## config.mk

```make
export PLATFORM = sky130hd
export DESIGN_NAME = iob_device
export DESIGN_NICKNAME = d
export VERILOG_FILES = /design/src/rtl/iob_pkg.sv /design/src/rtl/iob_axil.sv /design/src/rtl/iob_device.sv
export SDC_FILE = /design/constraint.sdc
export NUM_CORES = 1
export LEC_CHECK = 0
export BUFFER_PORTS_ARGS = -buffer_cell sky130_fd_sc_hd__buf_2
export CORE_AREA = 5 5 129 131
export CTS_CLUSTER_SIZE = 24
export DETAILED_ROUTE_END_ITERATION = 12
export DIE_AREA = 0 0 134 136
export HOLD_SLACK_MARGIN = 0.1
export SYNTH_ARGS = -nofsm -noshare
export SYNTH_HDL_FRONTEND = slang
export SYNTH_SLANG_ARGS = --single-unit
```

## constraint.sdc

```tcl
create_clock -name clk_sys -period 2.3 [get_ports clk_sys]
set_clock_uncertainty 0.2 [all_clocks]
set_input_delay 0.69 -clock clk_sys [delete_from_list [all_inputs] [get_ports clk_sys]]
set_output_delay 0.69 -clock clk_sys [all_outputs]
set_load 0.005 [all_outputs]
```

## src/rtl/iob_pkg.sv

```systemverilog
/*
 * Package for the in-out bus device interface: instruction field
 * positions, opcode and transfer codes, control functions, register
 * offsets and the structs that group bus signals.
 * Assumes a 16-bit instruction word, bit 0 the most significant.
 */
package iob_pkg;

    // ------------------------------------------------------------
    // instruction fields (bit 0 is the msb, so index = 15 - bit)
    // ------------------------------------------------------------
    localparam int          IOB_WORD_W    = 16;
    localparam int          IOB_CODE_W    = 6;
    localparam int          IOB_OPC_HI    = 15;
    localparam int          IOB_OPC_LO    = 13;
    localparam int          IOB_ACC_HI    = 12;
    localparam int          IOB_ACC_LO    = 11;
    localparam int          IOB_XFR_HI    = 10;
    localparam int          IOB_XFR_LO    = 8;
    localparam int          IOB_FN_HI     = 7;
    localparam int          IOB_FN_LO     = 6;
    localparam int          IOB_DEV_HI    = 5;
    localparam int          IOB_DEV_LO    = 0;
    localparam logic [2:0]  IOB_OPC_INOUT = 3'h3;

    // transfer field: bits 5-7
    localparam logic [2:0]  XFR_NONE0     = 3'h0;
    localparam logic [2:0]  XFR_IN_A      = 3'h1;
    localparam logic [2:0]  XFR_OUT_A     = 3'h2;
    localparam logic [2:0]  XFR_IN_B      = 3'h3;
    localparam logic [2:0]  XFR_OUT_B     = 3'h4;
    localparam logic [2:0]  XFR_IN_C      = 3'h5;
    localparam logic [2:0]  XFR_OUT_C     = 3'h6;
    localparam logic [2:0]  XFR_SKIP      = 3'h7;

    // control function / skip condition: bits 8-9
    localparam logic [1:0]  FN_NONE       = 2'h0;
    localparam logic [1:0]  FN_START      = 2'h1;
    localparam logic [1:0]  FN_CLEAR      = 2'h2;
    localparam logic [1:0]  FN_PULSE      = 2'h3;
    localparam logic [1:0]  SK_BUSY_SET   = 2'h0;
    localparam logic [1:0]  SK_BUSY_CLR   = 2'h1;
    localparam logic [1:0]  SK_DONE_SET   = 2'h2;
    localparam logic [1:0]  SK_DONE_CLR   = 2'h3;

    localparam logic [5:0]  DEV_UNUSED    = 6'h00;
    localparam logic [5:0]  DEV_CPU       = 6'h3F;

    // ------------------------------------------------------------
    // register map (byte offsets)
    // ------------------------------------------------------------
    localparam logic [7:0]  REG_STATUS    = 8'h00;
    localparam logic [7:0]  REG_CONTROL   = 8'h04;
    localparam logic [7:0]  REG_BUF_A_IN  = 8'h08;
    localparam logic [7:0]  REG_BUF_B_IN  = 8'h0C;
    localparam logic [7:0]  REG_BUF_A_OUT = 8'h10;
    localparam logic [7:0]  REG_BUF_B_OUT = 8'h14;
    localparam logic [7:0]  REG_DEV_CODE  = 8'h18;
    localparam logic [31:0] REG_ZERO      = 32'h0000_0000;
    localparam int          CTL_FINISH    = 0;
    localparam int          CTL_BUSY      = 1;
    localparam int          ST_BUSY       = 0;
    localparam int          ST_DONE       = 1;
    localparam int          ST_INTDIS     = 2;
    localparam int          ST_IRQ        = 3;
    localparam logic [1:0]  RESP_OKAY     = 2'h0;
    localparam logic [1:0]  RESP_SLVERR   = 2'h2;

    // ------------------------------------------------------------
    // carriers
    // ------------------------------------------------------------
    typedef struct packed {
        logic                  strobe;
        logic [IOB_WORD_W-1:0] instr;
        logic [IOB_WORD_W-1:0] acc;
        logic                  iorst;
        logic                  mask_out;
    } iob_cpu_s;

    typedef struct packed {
        logic                  resp;
        logic                  skip;
        logic                  acc_load;
        logic [IOB_WORD_W-1:0] acc;
        logic                  irq;
        logic                  pulse;
    } iob_dev_s;

    typedef enum logic [1:0] {
        AX_IDLE,
        AX_WRESP,
        AX_RRESP
    } iob_axi_e;

endpackage

```

## src/rtl/iob_axil.sv

```systemverilog
/*
 * AXI4-Lite slave front end: accepts one write and one read at a
 * time and hands the decoded access to the register file.
 * Assumes a single clock, synchronous active-low reset.
 */
`timescale 1ns/1ps
module iob_axil
    import iob_pkg::*;
(
    input  wire logic        clk_sys,
    input  wire logic        rst_n,
    input  wire logic [7:0]  s_axi_awaddr,
    input  wire logic        s_axi_awvalid,
    output logic             s_axi_awready,
    input  wire logic [31:0] s_axi_wdata,
    input  wire logic [3:0]  s_axi_wstrb,
    input  wire logic        s_axi_wvalid,
    output logic             s_axi_wready,
    output logic [1:0]       s_axi_bresp,
    output logic             s_axi_bvalid,
    input  wire logic        s_axi_bready,
    input  wire logic [7:0]  s_axi_araddr,
    input  wire logic        s_axi_arvalid,
    output logic             s_axi_arready,
    output logic [31:0]      s_axi_rdata,
    output logic [1:0]       s_axi_rresp,
    output logic             s_axi_rvalid,
    input  wire logic        s_axi_rready,
    output logic             wr_en,
    output logic [7:0]       wr_addr,
    output logic [31:0]      wr_data,
    output logic [3:0]       wr_strb,
    output logic [7:0]       rd_addr,
    input  wire logic [31:0] rd_data,
    input  wire logic        rd_ok,
    input  wire logic        wr_ok
);

    typedef struct packed {
        logic        aw_have;
        logic [7:0]  awaddr;
        logic        w_have;
        logic [31:0] wdata;
        logic [3:0]  wstrb;
        logic        bvalid;
        logic [1:0]  bresp;
        logic        rvalid;
        logic [31:0] rdata;
        logic [1:0]  rresp;
        logic        arready;
    } iob_axs_s;

    iob_axs_s st_reg;
    iob_axs_s st_next;
    logic     wr_fire;

    // write fires once both halves are held and no response is pending
    assign wr_fire       = st_reg.aw_have && st_reg.w_have && !st_reg.bvalid;
    assign wr_en         = wr_fire;
    assign wr_addr       = st_reg.awaddr;
    assign wr_data       = st_reg.wdata;
    assign wr_strb       = st_reg.wstrb;
    assign rd_addr       = s_axi_araddr;
    assign s_axi_awready = !st_reg.aw_have;
    assign s_axi_wready  = !st_reg.w_have;
    assign s_axi_bvalid  = st_reg.bvalid;
    assign s_axi_bresp   = st_reg.bresp;
    assign s_axi_arready = st_reg.arready;
    assign s_axi_rvalid  = st_reg.rvalid;
    assign s_axi_rdata   = st_reg.rdata;
    assign s_axi_rresp   = st_reg.rresp;

    always_comb
    begin
        st_next = st_reg;
        if (s_axi_awvalid && !st_reg.aw_have)
        begin
            st_next.aw_have = 1'b1;
            st_next.awaddr  = s_axi_awaddr;
        end
        if (s_axi_wvalid && !st_reg.w_have)
        begin
            st_next.w_have = 1'b1;
            st_next.wdata  = s_axi_wdata;
            st_next.wstrb  = s_axi_wstrb;
        end
        if (wr_fire)
        begin
            st_next.aw_have = 1'b0;
            st_next.w_have  = 1'b0;
            st_next.bvalid  = 1'b1;
            st_next.bresp   = wr_ok ? RESP_OKAY : RESP_SLVERR;
        end
        if (st_reg.bvalid && s_axi_bready)
            st_next.bvalid = 1'b0;
        st_next.arready = !st_reg.rvalid && !st_reg.arready;
        if (s_axi_arvalid && st_reg.arready)
        begin
            st_next.arready = 1'b0;
            st_next.rvalid  = 1'b1;
            st_next.rdata   = rd_data;
            st_next.rresp   = rd_ok ? RESP_OKAY : RESP_SLVERR;
        end
        else if (st_reg.arready)
            st_next.arready = 1'b1;
        if (st_reg.rvalid && s_axi_rready)
            st_next.rvalid = 1'b0;
    end

    always_ff @(posedge clk_sys)
    begin
        if (!rst_n)
            st_reg <= '0;
        else
            st_reg <= st_next;
    end

endmodule

```

## src/rtl/iob_device.sv

```systemverilog
/*
 * In-out bus peripheral: device select, busy/done/interrupt-disable
 * flags, control functions, skip tests and A/B buffer transfers,
 * with an AXI4-Lite port for the peripheral's own logic.
 * Assumes the processor presents one instruction per strobe cycle
 * and the bus clear and mask-out as one-cycle pulses on clk_sys.
 */
`timescale 1ns/1ps
module iob_device
    import iob_pkg::*;
#(
    parameter logic [5:0] DEV_CODE   = 6'h0A,
    parameter int         MASK_BIT   = 4,
    parameter int         A_WIDTH    = 8,
    parameter int         B_WIDTH    = 16,
    parameter bit         HAS_A      = 1'b1,
    parameter bit         HAS_B      = 1'b1
)
(
    input  wire logic        clk_sys,
    input  wire logic        rst_n,
    input  wire iob_cpu_s    cpu_in,
    output iob_dev_s         dev_out,
    input  wire logic [7:0]  s_axi_awaddr,
    input  wire logic        s_axi_awvalid,
    output logic             s_axi_awready,
    input  wire logic [31:0] s_axi_wdata,
    input  wire logic [3:0]  s_axi_wstrb,
    input  wire logic        s_axi_wvalid,
    output logic             s_axi_wready,
    output logic [1:0]       s_axi_bresp,
    output logic             s_axi_bvalid,
    input  wire logic        s_axi_bready,
    input  wire logic [7:0]  s_axi_araddr,
    input  wire logic        s_axi_arvalid,
    output logic             s_axi_arready,
    output logic [31:0]      s_axi_rdata,
    output logic [1:0]       s_axi_rresp,
    output logic             s_axi_rvalid,
    input  wire logic        s_axi_rready
);

    // ------------------------------------------------------------
    // state
    // ------------------------------------------------------------
    typedef struct packed {
        logic                  busy;
        logic                  done;
        logic                  int_dis;
        logic [IOB_WORD_W-1:0] buf_a_in;
        logic [IOB_WORD_W-1:0] buf_b_in;
        logic [IOB_WORD_W-1:0] buf_a_out;
        logic [IOB_WORD_W-1:0] buf_b_out;
        iob_dev_s              out;
    } iob_dst_s;

    iob_dst_s              st_reg;
    iob_dst_s              st_next;

    logic                  wr_en;
    logic [7:0]            wr_addr;
    logic [31:0]           wr_data;
    logic [3:0]            wr_strb;
    logic [7:0]            rd_addr;
    logic [31:0]           rd_data;
    logic                  rd_ok;
    logic                  wr_ok;

    logic                  is_inout;
    logic                  selected;
    logic [2:0]            xfr;
    logic [1:0]            fn;
    logic                  no_xfer;
    logic                  skip_hit;
    logic [IOB_WORD_W-1:0] a_mask;
    logic [IOB_WORD_W-1:0] b_mask;

    // ------------------------------------------------------------
    // decode
    // ------------------------------------------------------------
    assign is_inout = cpu_in.strobe && (cpu_in.instr[IOB_OPC_HI:IOB_OPC_LO] == IOB_OPC_INOUT);
    assign selected = is_inout && (cpu_in.instr[IOB_DEV_HI:IOB_DEV_LO] == DEV_CODE)
                      && (DEV_CODE != DEV_UNUSED) && (DEV_CODE != DEV_CPU);
    assign xfr      = cpu_in.instr[IOB_XFR_HI:IOB_XFR_LO];
    assign fn       = cpu_in.instr[IOB_FN_HI:IOB_FN_LO];
    assign no_xfer  = (xfr == XFR_NONE0) || (xfr == XFR_SKIP);

    // narrow buffers supply only their low bits
    genvar gi;
    generate
        for (gi = 0; gi < IOB_WORD_W; gi++)
        begin : g_mask
            assign a_mask[gi] = HAS_A && (gi < A_WIDTH);
            assign b_mask[gi] = HAS_B && (gi < B_WIDTH);
        end
    endgenerate

    always_comb
    begin
        case (fn)
            SK_BUSY_SET: skip_hit = st_reg.busy;
            SK_BUSY_CLR: skip_hit = !st_reg.busy;
            SK_DONE_SET: skip_hit = st_reg.done;
            SK_DONE_CLR: skip_hit = !st_reg.done;
            default:     skip_hit = 1'b0;
        endcase
    end

    // ------------------------------------------------------------
    // next state
    // ------------------------------------------------------------
    always_comb
    begin
        st_next              = st_reg;
        st_next.out.resp     = 1'b0;
        st_next.out.skip     = 1'b0;
        st_next.out.acc_load = 1'b0;
        st_next.out.pulse    = 1'b0;

        // peripheral side: finish one unit, only while busy
        if (wr_en && wr_addr == REG_CONTROL && wr_strb[0])
        begin
            if (wr_data[CTL_FINISH] && st_reg.busy)
            begin
                st_next.busy = 1'b0;
                st_next.done = 1'b1;
            end
            else if (wr_data[CTL_BUSY] && !st_reg.done)
                st_next.busy = 1'b1;
        end
        if (wr_en && wr_addr == REG_BUF_A_IN)
            st_next.buf_a_in = wr_data[IOB_WORD_W-1:0];
        if (wr_en && wr_addr == REG_BUF_B_IN)
            st_next.buf_b_in = wr_data[IOB_WORD_W-1:0];

        if (selected)
        begin
            st_next.out.resp = 1'b1;
            if (xfr == XFR_SKIP)
                st_next.out.skip = skip_hit;
            else
            begin
                // program side wins over a same-cycle finish: the program has
                // already seen the old state and acts on it
                case (fn)
                    FN_START:
                    begin
                        st_next.done = 1'b0;
                        st_next.busy = 1'b1;
                    end
                    FN_CLEAR:
                    begin
                        st_next.done = 1'b0;
                        st_next.busy = 1'b0;
                    end
                    FN_PULSE: st_next.out.pulse = 1'b1;
                    default:  ;
                endcase
                if (!no_xfer)
                begin
                    case (xfr)
                        XFR_IN_A:
                        begin
                            st_next.out.acc_load = 1'b1;
                            st_next.out.acc      = st_reg.buf_a_in & a_mask;
                        end
                        XFR_IN_B:
                        begin
                            st_next.out.acc_load = 1'b1;
                            st_next.out.acc      = st_reg.buf_b_in & b_mask;
                        end
                        XFR_IN_C:
                        begin
                            st_next.out.acc_load = 1'b1;
                            st_next.out.acc      = '0;
                        end
                        XFR_OUT_A:
                            if (HAS_A)
                                st_next.buf_a_out = cpu_in.acc & a_mask;
                        XFR_OUT_B:
                            if (HAS_B)
                                st_next.buf_b_out = cpu_in.acc & b_mask;
                        default: ; // out C: no buffer, function only
                    endcase
                end
            end
        end

        if (cpu_in.mask_out)
            st_next.int_dis = cpu_in.acc[IOB_WORD_W-1-MASK_BIT];

        if (cpu_in.iorst)
        begin
            st_next.busy    = 1'b0;
            st_next.done    = 1'b0;
            st_next.int_dis = 1'b0;
        end

        st_next.out.irq = st_next.done && !st_next.int_dis;
    end

    always_ff @(posedge clk_sys)
    begin
        if (!rst_n)
            st_reg <= '0;
        else
            st_reg <= st_next;
    end

    assign dev_out = st_reg.out;

    // ------------------------------------------------------------
    // register read
    // ------------------------------------------------------------
    always_comb
    begin
        rd_ok = 1'b1;
        case (rd_addr)
            REG_STATUS:    rd_data = {28'h0000000, st_reg.out.irq, st_reg.int_dis,
                                      st_reg.done, st_reg.busy};
            REG_CONTROL:   rd_data = REG_ZERO;
            REG_BUF_A_IN:  rd_data = {16'h0000, st_reg.buf_a_in};
            REG_BUF_B_IN:  rd_data = {16'h0000, st_reg.buf_b_in};
            REG_BUF_A_OUT: rd_data = {16'h0000, st_reg.buf_a_out};
            REG_BUF_B_OUT: rd_data = {16'h0000, st_reg.buf_b_out};
            REG_DEV_CODE:  rd_data = {26'h0000000, DEV_CODE};
            default:
            begin
                rd_data = REG_ZERO;
                rd_ok   = 1'b0;
            end
        endcase
    end

    assign wr_ok = (wr_addr == REG_CONTROL) || (wr_addr == REG_BUF_A_IN) || (wr_addr == REG_BUF_B_IN);

    iob_axil u_axil (
        .clk_sys       (clk_sys),
        .rst_n         (rst_n),
        .s_axi_awaddr  (s_axi_awaddr),
        .s_axi_awvalid (s_axi_awvalid),
        .s_axi_awready (s_axi_awready),
        .s_axi_wdata   (s_axi_wdata),
        .s_axi_wstrb   (s_axi_wstrb),
        .s_axi_wvalid  (s_axi_wvalid),
        .s_axi_wready  (s_axi_wready),
        .s_axi_bresp   (s_axi_bresp),
        .s_axi_bvalid  (s_axi_bvalid),
        .s_axi_bready  (s_axi_bready),
        .s_axi_araddr  (s_axi_araddr),
        .s_axi_arvalid (s_axi_arvalid),
        .s_axi_arready (s_axi_arready),
        .s_axi_rdata   (s_axi_rdata),
        .s_axi_rresp   (s_axi_rresp),
        .s_axi_rvalid  (s_axi_rvalid),
        .s_axi_rready  (s_axi_rready),
        .wr_en         (wr_en),
        .wr_addr       (wr_addr),
        .wr_data       (wr_data),
        .wr_strb       (wr_strb),
        .rd_addr       (rd_addr),
        .rd_data       (rd_data),
        .rd_ok         (rd_ok),
        .wr_ok         (wr_ok)
    );

endmodule

```

After elaboration in Yosys (flattened, before gate mapping)

Index checks and enable logic that the tools add are counted.

Flip-flop bits (word level): 146
Input bits: 94
Output and inout bits: 62
Logic and storage cells: 113

Equal/unequal tests: 20
Mux-type cells: 21
Bitwise gates (word level): 4
Reduce and logical (&&, ||, !) cells: 44

Operators with widths:

| operator                                            | number |
|---|---|
| case mux 16 bit (6 select lines)                    | 1 |
| case mux 17 bit (3 select lines)                    | 1 |
| two-way mux 17 bit                                  | 2 |
| equality test 8 x 4 -> 1 bit, second input constant | 4 |
| equality test 8 x 5 -> 1 bit, second input constant | 3 |
| two-way mux 19 bit                                  | 1 |
| logical AND 1 bit                                   | 17 |
| equality test 8 x 3 -> 1 bit, second input constant | 2 |
| two-way mux 2 bit                                   | 6 |
| AND reduction 4 bit                                 | 3 |
| OR reduction 2 bit                                  | 5 |
| equality test 3 x 2 -> 1 bit, second input constant | 3 |
| equality test 3 bit, second input constant          | 3 |
| logical NOT 1 bit                                   | 8 |
| logical NOT 8 bit                                   | 1 |
| two-way mux 1 bit                                   | 8 |
| OR reduction 7 bit                                  | 1 |
| equality test 6 x 4 -> 1 bit, second input constant | 1 |
| equality test 2 bit, second input constant          | 2 |
| NOT 1 bit                                           | 4 |
| case mux 1 bit (4 select lines)                     | 1 |
| case mux 2 bit (2 select lines)                     | 1 |
| OR reduction 4 bit                                  | 1 |
| equality test 3 x 1 -> 1 bit, second input constant | 1 |
| 7 further kinds                                     | 9 |

Longest topological paths before layout

Word-level depth: 11
Depth in mapped cells: 6
Mapped depth without buffers: 6

Modules after synthesis

A second synthesis with hierarchy kept.

Cells, all modules: 889
Area total of the unflattened synthesis: 7,746.2 um^2

By module, submodules not included:

| module     | instances | cells an instance | area each (um^2) | sequential area each (um^2) |
|---|---|---|---|---|
| iob_axil   | 1         | 441               | 3,918.8          | 1,661.6 |
| iob_device | 1         | 448               | 3,827.4          | 1,601.5 |

Worst setup path before layout

Ideal clock, no wire load.

Kind: in2reg
Start: input cpu_in[33] (netlist name)
End: register st_reg[37] (netlist name)
Setup time: 0.124 ns
Data arrival time: 2.090 ns
Required time: 1.976 ns
Path slack: -0.114 ns
Cell stages on the path: 6
Path buffers: 2
Cell sequence: and4b_1 -> clkbuf_1 -> nand3_1 -> or4b_2 -> buf_2 -> mux2i_1

Word-level cells in the longest chain between the ends: 4

Ends and longest elaborated chain:

| item                          | RTL line          | RTL |
|---|---|---|
| start: declaration            | iob_device.sv:22  | `input wire iob_cpu_s cpu_in,` |
| equality test 3 x 2 -> 1 bit  | iob_device.sv:81  | `assign is_inout = cpu_in.strobe && (cpu_in.instr[IOB_OPC_HI:IOB_OPC_LO] == IOB_OPC_INOUT);` |
| logical AND 1 bit             | iob_device.sv:81  |  |
| logical AND 1 bit             | iob_device.sv:82  | `assign selected = is_inout && (cpu_in.instr[IOB_DEV_HI:IOB_DEV_LO] == DEV_CODE)` |
| AND reduction 4 bit (no line) | n/a               |  |
| end signal: assignment        | iob_device.sv:207 | `st_reg <= st_next;` |
| end: declaration              | iob_device.sv:57  | `iob_dst_s st_reg;` |

No other way between the ends.
A chain may end at the register's enable or synchronous reset.

Worst setup path in the final report

Start: register u_axil.st_reg, in the netlist u_axil.wr_addr[0]
End: register st_reg[58] (netlist name)

Word-level cells in the longest chain between the ends: 2

Ends and longest elaborated chain:

| item                         | RTL line          | RTL |
|---|---|---|
| start: declaration           | iob_axil.sv:53    | `iob_axs_s st_reg;` |
| start signal: assignment     | iob_axil.sv:115   | `st_reg <= st_next;` |
| equality test 8 x 4 -> 1 bit | iob_device.sv:133 | `if (wr_en && wr_addr == REG_BUF_B_IN)` |
| logical AND 1 bit            | iob_device.sv:133 |  |

No other way between the ends.

==> flow_summary.json <==
{
  "critPathLaunchType": "flop",
  "setup_ws_ns": 0.116,
  "grt_pass1_wl_um": 24000,
  "multi_input_comb_area_um2": 2880,
  "pin_count": 156,
  "power_density_nw_per_um2": 793,
  "period_needed_ns": 2.18,
  "start_util_pct": 38.7,
  "cts_tree": "built",
  "die_w_um": 134,
  "drive_gt1_share_pct": 26.7,
  "core_area_um2": 15500,
  "synthDistinctLibCells": 58,
  "clock_path_buffers": 2,
  "slew_headroom_pct": 51.5,
  "fin_util_pct": 46.4,
  "critPathRequiredTime_ns": 2.42,
  "num_rows": 46,
  "grt_pass1_vias": 4650,
  "syn_inst": 616,
  "slowest_stage": "or4_4",
  "seqCellArea_um2": 2560,
  "drc_errors": 0,
  "ys_async_sr_fraction_pct": 0,
  "stdcell_area_um2": 7190,
  "root_buffer": "clkbuf_16",
  "synth-edff-count": 0,
  "yosys_register_bits": 128,
  "dr_total_vias": 4495,
  "peakVddDrop_v": 0.000487,
  "diodes": 0,
  "gr-usage-all-layers_pct": 16.8,
  "timing.final.crit_share_pct": 95.0,
  "synth_area_leaders": "dfxtp_1, mux2i_1, buf_4",
  "cts_buffers": 17,
  "yosysTopAreaCellShare_pct": 42.7,
  "cp_top_family": "simple AND/OR/NAND/NOR gates",
  "finalSetupViolCount": 0,
  "crit_arrival_ns": 2.30,
  "fillers": 1463,
  "critPathMaxStageDelay_ns": 0.68,
  "clk_latency_ns": 0.43,
  "path_common_cell": "or4_4",
  "htree_levels": 4,
  "power_mw": 5.70,
  "critPathKind": "reg -> reg",
  "cp_max_fo": 16,
  "gp_congestion": 0.844,
  "syn_area_per_cell_um2": 9.73,
  "post-place-cells": 876,
  "stdcell_count": 908,
  "port_buffers": 116,
  "ant_nets": 0,
  "vias_per_cell": 4.95,
  "synth_area_um2": 5990,
  "cp.buffers_inverters": 0,
  "clock_sinks": 128,
  "path_cells": "or4_4, or4_4, mux2i_1, nor2b_1",
  "largest_register_ff_count": 59,
  "place_area_um2": 6520,
  "setup_tns_ns": 0,
  "cts_resized": 0,
  "drt_iter0_drc": 264,
  "grt_antenna_before_repair": 0,
  "wirelength_um": 15000,
  "drtPass1Iterations": 4,
  "area_growth_pct": 19.9,
  "cts_setup_buffers": 0,
  "hold_slack_ns": 0.266,
  "static-leakage-power_nw": 3.25,
  "synth_largest_area_cell": "dfxtp_1",
  "drv_slew": 0,
  "status": "complete, no violations",
  "rsz0062_at_grt": "no",
  "worst_pin_slew_ns": 0.727,
  "path_clk_slew_ns": 0.06,
  "dp_hpwl_um": 11200,
  "synth_ff_type": "dfxtp_1",
  "hold_buffers": 0,
  "grt_start_max_net_pins": 57,
  "endpoint_kind": "flop",
  "fmax_mhz": 458,
  "grt_overflow": 0,
  "dieArea_um2": 18200,
  "finalNetCount": 801,
  "drv_cap": 0,
  "die_y_um": 136,
  "place_ws_ns": -0.163,
  "routedWlPerCell_um": 16.5,
  "yosysWarningCount": 0,
  "holdCritPathClass": "reg -> reg",
  "hold_viol": 0,
  "yosysSeqAreaShare_pct": 42.7
}
-- worst reg2reg max path, cell delays in order, from the launching register on --
cell	delay, ns
dfxtp_1	0.32
or4_4	0.57
or4_4	0.68
mux2i_1	0.24
nor2b_1	0.06
-- kinds of logic after synthesis --
logic type      after synthesis  synth area share (%)
mux                          87                  14.6
simple gates                203                  18.4
fa+ha+maj                     4                 0.835
compound gates               92                  12.7
buf+inv                     101                  10.6
other cells                   1                0.0626
flops                       128                  42.7
-- per-layer routing --
metal | global-route usage (%) | wire [um] | vias up
li1 | - | - | 2248
met1 | 21.3 | 6820 | 2124
met2 | 26.8 | 7050 | 107
met3 | 5.00 | 935 | 16
met4 | 6.80 | 219 | 0
met5 | 0 | 0 | -
-- final timing paths --
path | from | endpoint | slack, ns | depth (start not counted)
max | u_axil.wr_addr[0] | st_reg[58] | 0.12 | 4
min | st_reg[21] | st_reg[21] | 0.27 | 2
max reg2reg | u_axil.wr_addr[0] | st_reg[58] | 0.12 | 4
min reg2reg | st_reg[21] | st_reg[21] | 0.27 | 2
-- power breakdown --
group / internal, mW / switching, mW / total [mW] / leakage [nW]
sequential: 2.25 / 0.0349 / 2.29 / 1.04
clock: 2.03 / 1.03 / 3.06 / 0.319
combinational: 0.159 / 0.194 / 0.353 / 1.90
total: 4.44 / 1.26 / 5.70 / 3.25
-- synthesized netlist by cell type (all sizes together) (4+ instances only) --
master and n:
nand2 75, mux2 4, o2bb2ai 4, nor2b 54
nor2 13, ha 4, a22o 30, or3 9
nand4 5, buf 63, a21boi 27, a21oi 5
mux2i 83, dfxtp 128, nand2b 7, nand3 7
inv 9, a221oi 6, nor3 4, clkbuf 29
-- cell type report --
type | count | area share (%)
repair buffers | 143 | 11.2
clock inverters | 15 | 3.34
inverters | 9 | 0.470
multi-input cells | 404 | 40.0
clock buffers | 17 | 5.92
flip-flops and latches | 128 | 35.7
well taps | 192 | 3.34
-- placed cells by master, fill, tap and decap left out, drive strengths merged, types with 3 or more instances in the layout --
cell / n
or2: 3
nand2: 75
nand3: 7
clkinv: 5
clkinvlp: 3
o2bb2ai: 4
nor2b: 54
conb: 18
mux2: 4
buf: 143
a21boi: 27
dfxtp: 128
nor3: 4
bufinv: 6
nor4: 3
o22ai: 3
ha: 4
and3: 3
a221oi: 6
mux2i: 83
nand4: 5
nor2: 13
and2: 3
a21oi: 5
or3: 9
or4b: 3
inv: 10
a22o: 30
clkbuf: 17
nand2b: 7
(Power assumes the default switching activity.)
